## src/logic/cdec_pkg.sv

```systemverilog
// Constants, opcodes and carrier types for the opcode decode and execute subset.
// Assumes a single clock domain and a synchronous active-low reset.
package cdec_pkg;

    // ----------------------------------------
    // Condition codes and result carrier
    // ----------------------------------------
    typedef struct packed {
        logic h;
        logic i;
        logic n;
        logic z;
        logic c;
    } cdec_cc_s;

    typedef struct packed {
        logic [1:0] len;
        logic [3:0] cycles;
        logic       wr_en;
        logic [7:0] wr_data;
        logic       branch;
        logic       unsupported;
    } cdec_res_s;

    // ----------------------------------------
    // Reset values
    // ----------------------------------------
    localparam logic [7:0] RST_ACC = 8'h00;
    localparam logic [7:0] RST_IDX = 8'h00;
    localparam logic [7:0] RST_SP  = 8'hFF;
    localparam cdec_cc_s   RST_CC  = 5'h08;
    localparam logic [7:0] SP_INIT = 8'hFF;

    // ----------------------------------------
    // Opcodes
    // ----------------------------------------
    localparam logic [7:0] OP_BIT_IMM  = 8'hA5;
    localparam logic [7:0] OP_ADD_IMM  = 8'hAB;
    localparam logic [7:0] OP_REL_CALL = 8'hAD;
    localparam logic [7:0] OP_TAX      = 8'h97;
    localparam logic [7:0] OP_TXA      = 8'h9F;
    localparam logic [7:0] OP_CLC      = 8'h98;
    localparam logic [7:0] OP_SEC      = 8'h99;
    localparam logic [7:0] OP_CLI      = 8'h9A;
    localparam logic [7:0] OP_SEI      = 8'h9B;
    localparam logic [7:0] OP_RSP      = 8'h9C;
    localparam logic [7:0] OP_IDLE     = 8'h9D;
    localparam logic [7:0] OP_SWI      = 8'h83;
    localparam logic [7:0] OP_RTI      = 8'h80;
    localparam logic [7:0] OP_RTS      = 8'h81;
    localparam logic [7:0] OP_DAA      = 8'h8D;
    localparam logic [7:0] OP_STOP     = 8'h8E;
    localparam logic [7:0] OP_WAIT     = 8'h8F;
    localparam logic [7:0] OP_BRA      = 8'h20;
    localparam logic [7:0] OP_BRN      = 8'h21;
    localparam logic [3:0] LO_JMP      = 4'hC;
    localparam logic [3:0] LO_CALL     = 4'hD;
    localparam logic [3:0] LO_INC      = 4'hC;
    localparam logic [3:0] LO_CLR      = 4'hF;
    localparam logic [3:0] LO_TST      = 4'hD;
    localparam logic [3:0] LO_LSR      = 4'h4;
    localparam logic [3:0] LO_ROL      = 4'h9;

    // ----------------------------------------
    // Cycle counts
    // ----------------------------------------
    localparam logic [3:0] CYC_1  = 4'h1;
    localparam logic [3:0] CYC_2  = 4'h2;
    localparam logic [3:0] CYC_3  = 4'h3;
    localparam logic [3:0] CYC_4  = 4'h4;
    localparam logic [3:0] CYC_5  = 4'h5;
    localparam logic [3:0] CYC_6  = 4'h6;
    localparam logic [3:0] CYC_8  = 4'h8;
    localparam logic [3:0] CYC_10 = 4'hA;

    // ----------------------------------------
    // Stack adjustments
    // ----------------------------------------
    localparam logic [7:0] SP_RET_BYTES = 8'h02;
    localparam logic [7:0] SP_INT_BYTES = 8'h05;

endpackage

```

## src/logic/cdec_core.sv

```systemverilog
// Opcode decode, length/cycle sequencing and flag update for the CPU subset.
// Assumes the memory side presents the operand byte with the opcode.
// Functional notes
// - A5 ANDs A with operand, updates N,Z only; 2 bytes, 2 cycles.
// - Jump loads EA, no flags; BC2 CC3 FC2 EC3 DC4 cycles.
// - Call pushes return, no flags; BD5 CD6 FD5 ED5 DD6 cycles.
// - RMW forms A,X,direct,indexed,indexed8; increment 3C..7C updates N,Z.
// - Test updates N,Z, no write; 4,4,5 cycles in memory forms.
// - Logical shift right: zero into bit7, bit0 to carry, N=0, Z updated.
// - Rotate left through carry; updates N,Z; 39..79.
// - Relative branches 2 bytes, 3 cycles, no flags; 20 always, 21 never.
// - 22..27 branch on C|Z, C, Z as encoded.
// - 28..2D branch on H, N, I as encoded.
// - 2E branches on interrupt pin low, 2F on high, pin sampled.
// - AD relative call, 2 bytes, 5 cycles, saves return, no flags.
// - Bit test-and-branch 3 bytes, 5 cycles; tested bit into carry.
// - Bit set/clear 2 bytes, 5 cycles, no flags.
// - 97 copies A to X, 9F X to A; 2 cycles, no flags.
// - 99 sets carry, 98 clears it; one cycle each.
// - 9B sets mask, 9A clears it; 2 cycles each.
// - 83 software interrupt, 10 cycles, sets mask.
// - 80 reloads flags from stack in 8 cycles; 81 returns in 5.
// - 9C sets stack pointer to FF in 2 cycles; 9D idles 1 cycle.
// - 8D decimal adjust, 2 cycles, N,Z updated, carry set not cleared.
// - 8F enters wait mode, 8E stop mode; 4 cycles each.
// - Unassigned opcodes are undefined; flagged, no state change.
module cdec_core (
    input  wire logic                mclk,
    input  wire logic                rst_n,
    input  wire logic                issue_valid,
    input  wire logic [7:0]          opcode,
    input  wire logic [7:0]          operand,
    input  wire cdec_pkg::cdec_cc_s  stack_cc,
    input  wire logic                irq_pin,
    input  wire logic                wake,
    output logic                     ready,
    output logic                     done,
    output cdec_pkg::cdec_res_s      result,
    output logic [7:0]               acc,
    output logic [7:0]               idx,
    output logic [7:0]               sp,
    output cdec_pkg::cdec_cc_s       cc,
    output logic                     wait_mode,
    output logic                     stop_mode
);
    import cdec_pkg::*;

    logic [7:0] acc_q, acc_d, idx_q, idx_d, sp_q, sp_d;
    cdec_cc_s   cc_q, cc_d;
    cdec_res_s  res_q, res_d;
    logic       done_q, wait_q, stop_q, wait_d, stop_d;
    logic [3:0] cnt_q;
    logic [2:0] pin_sync_q;
    logic       pin_q;
    logic       take;
    logic [7:0] src, rmw;
    logic [8:0] sum;
    logic       bit_sel;
    logic       cond;
    logic [3:0] lo, hi;
    logic       rmw_mem;

    assign take      = issue_valid && ready;
    assign ready     = (cnt_q == 4'h0) && !wait_q && !stop_q;
    assign done      = done_q;
    assign result    = res_q;
    assign acc       = acc_q;
    assign idx       = idx_q;
    assign sp        = sp_q;
    assign cc        = cc_q;
    assign wait_mode = wait_q;
    assign stop_mode = stop_q;
    assign lo        = opcode[3:0];
    assign hi        = opcode[7:4];
    assign bit_sel   = operand[opcode[3:1]];
    assign rmw_mem   = (hi == 4'h3) || (hi == 4'h6) || (hi == 4'h7);

    // ----------------------------------------
    // Interrupt pin filter
    // ----------------------------------------
    always_ff @(posedge mclk) begin
        if (!rst_n) begin
            pin_sync_q <= 3'h0;
        end else begin
            pin_sync_q <= {pin_sync_q[1:0], irq_pin};
        end
    end

    always_ff @(posedge mclk) begin
        if (!rst_n) begin
            pin_q <= 1'b0;
        end else if (pin_sync_q[1] == pin_sync_q[2]) begin
            pin_q <= pin_sync_q[2];
        end
    end

    // ----------------------------------------
    // Branch condition
    // ----------------------------------------
    always_comb begin
        unique case (lo[3:1])
            3'h0: cond = 1'b1;
            3'h1: cond = !(cc_q.c || cc_q.z);
            3'h2: cond = !cc_q.c;
            3'h3: cond = !cc_q.z;
            3'h4: cond = !cc_q.h;
            3'h5: cond = !cc_q.n;
            3'h6: cond = !cc_q.i;
            3'h7: cond = !pin_q;
        endcase
        if (lo[0]) begin
            cond = !cond;
        end
    end

    // ----------------------------------------
    // Decode and execute
    // ----------------------------------------
    always_comb begin
        acc_d  = acc_q;
        idx_d  = idx_q;
        sp_d   = sp_q;
        cc_d   = cc_q;
        wait_d = 1'b0;
        stop_d = 1'b0;
        res_d  = '{len: 2'h1, cycles: CYC_1, wr_en: 1'b0, wr_data: 8'h00, branch: 1'b0, unsupported: 1'b1};
        src    = (hi == 4'h4) ? acc_q : ((hi == 4'h5) ? idx_q : operand);
        rmw    = src;
        sum    = {1'b0, acc_q} + {1'b0, operand};
        if (hi == 4'h0) begin
            res_d = '{len: 2'h3, cycles: CYC_5, wr_en: 1'b0, wr_data: 8'h00,
                      branch: (bit_sel == !opcode[0]), unsupported: 1'b0};
            cc_d.c = bit_sel;
        end else if (hi == 4'h1) begin
            rmw = operand;
            rmw[opcode[3:1]] = !opcode[0];
            res_d = '{len: 2'h2, cycles: CYC_5, wr_en: 1'b1, wr_data: rmw, branch: 1'b0, unsupported: 1'b0};
        end else if (hi == 4'h2) begin
            res_d = '{len: 2'h2, cycles: CYC_3, wr_en: 1'b0, wr_data: 8'h00, branch: cond, unsupported: 1'b0};
        end else if ((hi >= 4'h3) && (hi <= 4'h7)
                     && (lo == LO_INC || lo == LO_CLR || lo == LO_TST || lo == LO_LSR || lo == LO_ROL)) begin
            res_d.unsupported = 1'b0;
            res_d.len    = (hi == 4'h3 || hi == 4'h6) ? 2'h2 : 2'h1;
            res_d.cycles = (hi == 4'h4 || hi == 4'h5) ? CYC_2
                         : ((hi == 4'h6) ? CYC_6 : CYC_5);
            unique case (lo)
                LO_INC: rmw = src + 8'h01;
                LO_CLR: rmw = 8'h00;
                LO_TST: begin
                    rmw = src - 8'h00;
                    if (rmw_mem) begin
                        res_d.cycles = (hi == 4'h6) ? CYC_5 : CYC_4;
                    end
                end
                LO_LSR: begin
                    rmw    = {1'b0, src[7:1]};
                    cc_d.c = src[0];
                end
                default: begin
                    rmw    = {src[6:0], cc_q.c};
                    cc_d.c = src[7];
                end
            endcase
            cc_d.n = rmw[7];
            cc_d.z = (rmw == 8'h00);
            if (lo != LO_TST) begin
                if (hi == 4'h4) acc_d = rmw;
                else if (hi == 4'h5) idx_d = rmw;
                else res_d.wr_en = 1'b1;
                res_d.wr_data = rmw;
            end
        end else if ((hi >= 4'hB) && (lo == LO_JMP || lo == LO_CALL)) begin
            res_d.unsupported = 1'b0;
            res_d.branch      = 1'b1;
            res_d.len = (hi == 4'hC || hi == 4'hD) ? 2'h3 : ((hi == 4'hF) ? 2'h1 : 2'h2);
            if (lo == LO_JMP) begin
                unique case (hi)
                    4'hB, 4'hF: res_d.cycles = CYC_2;
                    4'hC, 4'hE: res_d.cycles = CYC_3;
                    default:    res_d.cycles = CYC_4;
                endcase
            end else begin
                res_d.cycles = (hi == 4'hC || hi == 4'hD) ? CYC_6 : CYC_5;
                sp_d = sp_q - SP_RET_BYTES;
            end
        end else begin
            res_d.unsupported = 1'b0;
            unique case (opcode)
                OP_BIT_IMM: begin
                    res_d.len = 2'h2; res_d.cycles = CYC_2;
                    cc_d.n = acc_q[7] & operand[7];
                    cc_d.z = ((acc_q & operand) == 8'h00);
                end
                OP_ADD_IMM: begin
                    res_d.len = 2'h2; res_d.cycles = CYC_2;
                    acc_d  = sum[7:0];
                    cc_d.h = sum[4] ^ acc_q[4] ^ operand[4];
                    cc_d.c = sum[8];
                    cc_d.n = sum[7];
                    cc_d.z = (sum[7:0] == 8'h00);
                end
                OP_REL_CALL: begin
                    res_d.len = 2'h2; res_d.cycles = CYC_5; res_d.branch = 1'b1;
                    sp_d = sp_q - SP_RET_BYTES;
                end
                OP_TAX: begin res_d.cycles = CYC_2; idx_d = acc_q; end
                OP_TXA: begin res_d.cycles = CYC_2; acc_d = idx_q; end
                OP_SEC: cc_d.c = 1'b1;
                OP_CLC: cc_d.c = 1'b0;
                OP_SEI: begin res_d.cycles = CYC_2; cc_d.i = 1'b1; end
                OP_CLI: begin res_d.cycles = CYC_2; cc_d.i = 1'b0; end
                OP_SWI: begin
                    res_d.cycles = CYC_10; res_d.branch = 1'b1; cc_d.i = 1'b1;
                    sp_d = sp_q - SP_INT_BYTES;
                end
                OP_RTI: begin
                    res_d.cycles = CYC_8; res_d.branch = 1'b1; cc_d = stack_cc;
                    sp_d = sp_q + SP_INT_BYTES;
                end
                OP_RTS: begin
                    res_d.cycles = CYC_5; res_d.branch = 1'b1;
                    sp_d = sp_q + SP_RET_BYTES;
                end
                OP_RSP: begin res_d.cycles = CYC_2; sp_d = SP_INIT; end
                OP_IDLE: res_d.cycles = CYC_1;
                OP_DAA: begin
                    res_d.cycles = CYC_2;
                    rmw = 8'h00;
                    if (cc_q.h || (acc_q[3:0] > 4'h9)) rmw[3:0] = 4'h6;
                    if (cc_q.c || (acc_q > 8'h99)) begin
                        rmw[7:4] = 4'h6;
                        cc_d.c   = 1'b1;
                    end
                    acc_d  = acc_q + rmw;
                    cc_d.n = acc_d[7];
                    cc_d.z = (acc_d == 8'h00);
                end
                OP_STOP: begin res_d.cycles = CYC_4; stop_d = 1'b1; end
                OP_WAIT: begin res_d.cycles = CYC_4; wait_d = 1'b1; end
                default: res_d.unsupported = 1'b1;
            endcase
        end
    end

    // ----------------------------------------
    // Architectural state
    // ----------------------------------------
    always_ff @(posedge mclk) begin
        if (!rst_n) begin
            acc_q <= RST_ACC;
            idx_q <= RST_IDX;
            sp_q  <= RST_SP;
            cc_q  <= RST_CC;
        end else if (take && !res_d.unsupported) begin
            acc_q <= acc_d;
            idx_q <= idx_d;
            sp_q  <= sp_d;
            cc_q  <= cc_d;
        end
    end

    always_ff @(posedge mclk) begin
        if (!rst_n) begin
            res_q  <= '0;
            done_q <= 1'b0;
        end else begin
            done_q <= take;
            if (take) begin
                res_q <= res_d;
            end
        end
    end

    // ----------------------------------------
    // Cycle sequencing and low-power modes
    // ----------------------------------------
    always_ff @(posedge mclk) begin
        if (!rst_n) begin
            cnt_q <= 4'h0;
        end else if (take) begin
            cnt_q <= res_d.cycles - 4'h1;
        end else if (cnt_q != 4'h0) begin
            cnt_q <= cnt_q - 4'h1;
        end
    end

    always_ff @(posedge mclk) begin
        if (!rst_n) begin
            wait_q <= 1'b0;
            stop_q <= 1'b0;
        end else if (wake) begin
            wait_q <= 1'b0;
            stop_q <= 1'b0;
        end else if (take) begin
            wait_q <= wait_d;
            stop_q <= stop_d;
        end
    end

    // ----------------------------------------
    // Checks
    // ----------------------------------------
    clear_flags_a: assert property (@(posedge mclk) disable iff (!rst_n)
        take && lo == LO_CLR && hi >= 4'h3 && hi <= 4'h7 |=> cc_q.z && !cc_q.n && cc_q.c == $past(cc_q.c))
        else $error("clear did not force flags");
    branch_always_a: assert property (@(posedge mclk) disable iff (!rst_n)
        take && opcode == OP_BRA |=> res_q.branch && res_q.cycles == CYC_3 ##0 !ready[*2] ##1 ready)
        else $error("branch always wrong");
    branch_never_a: assert property (@(posedge mclk) disable iff (!rst_n)
        take && opcode == OP_BRN |=> !res_q.branch)
        else $error("branch never taken");
    trap_return_a: assert property (@(posedge mclk) disable iff (!rst_n)
        take && opcode == OP_RTI |=> cc_q == $past(stack_cc) ##0 !ready[*7] ##1 ready)
        else $error("return from trap timing or flags wrong");
    carry_set_a: assert property (@(posedge mclk) disable iff (!rst_n)
        take && opcode == OP_SEC |=> cc_q.c && ready)
        else $error("carry set wrong");
    stack_init_a: assert property (@(posedge mclk) disable iff (!rst_n)
        take && opcode == OP_RSP |=> sp_q == SP_INIT ##1 ready)
        else $error("stack pointer not reset");
    swi_mask_a: assert property (@(posedge mclk) disable iff (!rst_n)
        take && opcode == OP_SWI |=> cc_q.i && !ready[*8] ##1 !ready ##1 ready)
        else $error("software interrupt wrong");
    bit_carry_a: assert property (@(posedge mclk) disable iff (!rst_n)
        take && hi == 4'h0 |=> cc_q.c == $past(bit_sel) && res_q.len == 2'h3)
        else $error("tested bit not in carry");
    copy_index_a: assert property (@(posedge mclk) disable iff (!rst_n)
        take && opcode == OP_TAX |=> idx_q == $past(acc_q) && cc_q == $past(cc_q))
        else $error("copy to index wrong");
    low_power_a: assert property (@(posedge mclk) disable iff (!rst_n)
        take && opcode == OP_WAIT && !wake |=> (wait_q && !ready))
        else $error("wait mode not entered");

endmodule // cdec_core

```

## config.mk

```make
export PLATFORM = sky130hd
export DESIGN_NAME = cdec_core
export DESIGN_NICKNAME = d
export VERILOG_FILES = /design/src/logic/cdec_pkg.sv /design/src/logic/cdec_core.sv
export SDC_FILE = /design/constraint.sdc
export NUM_CORES = 1
export LEC_CHECK = 0
export ABC_AREA = 0
export BUFFER_PORTS_ARGS = -buffer_cell sky130_fd_sc_hd__buf_4
export CAP_MARGIN = 20
export CORE_AREA = 2 2 105 107
export CTS_BUF_LIST = sky130_fd_sc_hd__clkbuf_4
export DETAILED_ROUTE_END_ITERATION = 7
export DIE_AREA = 0 0 107 109
export PLACE_DENSITY_LB_ADDON = 0.12
export SYNTH_ARGS = -nofsm -noshare
export SYNTH_HDL_FRONTEND = slang
export SYNTH_SLANG_ARGS = --single-unit
```

## constraint.sdc

```tcl
create_clock -name mclk -period 3.3 [get_ports mclk]
set_clock_uncertainty 0.2 [all_clocks]
set_input_delay 0.33 -clock mclk [delete_from_list [all_inputs] [get_ports mclk]]
set_output_delay 0.33 -clock mclk [all_outputs]
set_load 0.01 [all_outputs]
```

==> out/summary.txt <==
Die ar. - 0.01166 mm2
Syn. warnings - 0
Antenna diodes - 0
Sequential area share after synthesis - 21.66%
Grt ovf - 0
Power density over cell area - 338.7 mW/mm2
Chip Width - 107 um
Initial antenna violation count - 0
Post-DP Area - 0.006449 mm2
Remaining antenna violation count - 0
Top cell type by total area after synthesis - dfxtp_1
Register bit count reported by yosys - 57
Routed vias/inst - 6.520
Crit end category - register
Avg Inst Size Synth - 7.473 um2
WL/cell - 21.58 um
Synth cell types - 76
FP Rows - 38
Clock latency on the worst-skew pair - 0.43 ns
Worst setup path class - register to register
Via count - 6383
Count leader, synth - nor2_1
VDD IR max - 0.0004410 V
CTS clk-pin slew, worst paths - 0.12 ns
Synth top area share - 21.66%
Hpwl dp - 16470 um
Area of the core - 0.01060 mm2
Syn Inst Count - 705
Die Span Y - 109 um
Nets@finish - 885
Global placement routability congestion - 1.037
Crit-path cells - o21ai_2, nand2b_1, ha_2, fa_2, or4_1, or4_4, nor4_4, a211oi_1, a21oi_1, a41oi_1, a211oi_2
Pin count of the biggest net entering global routing - 31
Final Hold Viols - 0
Cell Area, Synth - 0.005269 mm2
Asr flop ratio synth - 0%
Vias in the first global route - 5963
Area Overhead vs Synth - 26.93%
Crit path max fanout - 2
Crit path max-delay family - simple AND/OR/NAND/NOR gates
Crit path DAT - 3.38 ns
Ports - 76
Input/output buffers - 75
RSZ-0062 raised after global routing - true
CTS max path bufs - 2
Max-Cap Viols - 0
Data required, critical path - 3.46 ns
Final instance area - 0.006688 mm2
Fmax - 310.0 MHz
Max Slew Vio Count - 0
TritonCTS Buffers - 9
Worst Setup SP - acc[2]
GR Util All Layers - 36.81%
Tmin final - 3.225 ns
Starting density of the core - 49.69%
H-tree Lvls - 3
Setup violators final - 0
Syn Nets - 756
Critical-path top delay cell - or4_1
Pleak - 2.805 nW
Rel. slew slack - 51.18%
Top post-synthesis cells by area - dfxtp_1, nor2_1, ha_1
Reg2reg start - acc[2]
DRC viols - 0
Critical path buffer and inverter count - 0
Clock Sinks - 57
1st-iter DRT viols - 780
First-pass GRT wire length - 32810 um
TritonCTS clock tree - done
Slew @ Worst Pin - 0.7256 ns
Root Buffer - clkbuf_4
Fraction of layout cells with a size suffix above 1 - 25.86%
Commonest cells post-synth - nor2_1, nand2_1, dfxtp_1
Placed insts - 960
Post-route insts no fill - 979
Synth Flop Type - dfxtp_1
Post-synth EDFFs - 0
Status - finished clean
Hold Crit Class - input port to register
Slowest Stage Delay on Critical Path - 0.53 ns
Hold_sp - rst_n
WL final - 21120 um
Final Cycle Share - 97.74%
Critical Path Start Type - register
DR pass1 iterations - 8
==> placed cells by master, fill, tap and decap left out, drive strengths merged, types with 6 or more instances in the layout <==
| cell | synthesis | final |
|---|---|---|
| inv | 20 | 21 |
| o21a | 7 | 7 |
| dfxtp | 57 | 57 |
| clkbuf | 26 | 9 |
| nor3 | 28 | 28 |
| o22ai | 12 | 12 |
| nand2 | 65 | 65 |
| nand3 | 20 | 20 |
| nor2 | 84 | 84 |
| nor3b | 6 | 6 |
| buf | 17 | 159 |
| nand4 | 7 | 7 |
| o211ai | 8 | 8 |
| mux2 | 10 | 10 |
| nor2b | 8 | 8 |
| a211oi | 12 | 12 |
| nor4 | 6 | 6 |
| mux2i | 19 | 19 |
| ha | 22 | 22 |
| a21oi | 53 | 53 |
| nand2b | 9 | 9 |
| o21ai | 50 | 50 |
| a31oi | 12 | 12 |
| xor2 | 12 | 12 |
| and2 | 10 | 10 |
| xnor2 | 20 | 20 |
| o221ai | 6 | 6 |
==> report_power, final <==
part	total [mW]	internal [mW]	switching (mW)
Sequential	0.810	0.759	0.0515
Clock	0.548	0.236	0.312
Combinational	0.907	0.373	0.534
Total	2.27	1.37	0.898
==> logic make-up after synthesis <==
logic type,share of synthesized area [%]
multiplexers,7.029
AO/OA/AOI/OAI,29.04
XOR/XNOR,5.319
flip-flops,21.66
adder cells (fa/ha/maj),6.364
AND/OR/NAND/NOR,25.55
buffers and inverters,5.034
==> per-stage QoR <==
step	power, mW	setup slack, ns	setup TNS (ns)	util [%]	hold WS [ns]
after detailed placement	1.698	-0.06629	-0.08821	60.82	0.2270
final	2.265	0.07469	0	63.08	0.02375
after CTS	2.246	0.03263	0	62.49	0.0007878
after global routing	2.389	-0.08063	-0.08063	63.08	0.01765
after global placement	1.685	0.1174	0	60.82	0.2133
after floorplan	1.330	0.03122	0	-	0.2119
==> worst paths after layout <==
check,cells after the start,end,slack [ns]
max,11,cc[1],0.07
min,2,sp[3],0.02
min reg2reg,1,pin_sync_q[1],0.25
max reg2reg,11,cc[1],0.07
==> layer usage <==
layer | global-route usage (%) | vias to the layer above | share of wire, %
li1 | - | 2905 | -
met1 | 50.51 | 2993 | 41
met2 | 55.37 | 413 | 44
met3 | 9.803 | 72 | 12
met4 | 13.82 | 0 | 3.2
met5 | 0 | - | 0
==> registers in the layout, indices dropped and copies added (netlist names) <==
name	count
result	17
acc	8
idx	8
sp	8
cc	5
cnt_q	4
pin_sync_q	3
done	1
pin_q	1
stop_mode	1
wait_mode	1
==> cell type report <==
type                            count  area, um2
Tap cell                          140      175.2
Inverter                           20      75.07
Timing Repair Buffer              161       1234
Multi-Input combinational cell    585       3913
Sequential cell                    57       1144
Clock buffer                        9      67.56
Clock inverter                      7      80.08
Fill cell                         981       3915
==> timing repair <==
item	CTS	global route
gates cloned	0	0
setup endpoints to repair	1	1
hold endpoints to repair	3	0
setup buffers	0	0
hold buffers	2	0
gates resized for setup	2	9
pin swaps	0	3
Power figures use the tool's default switching activity.
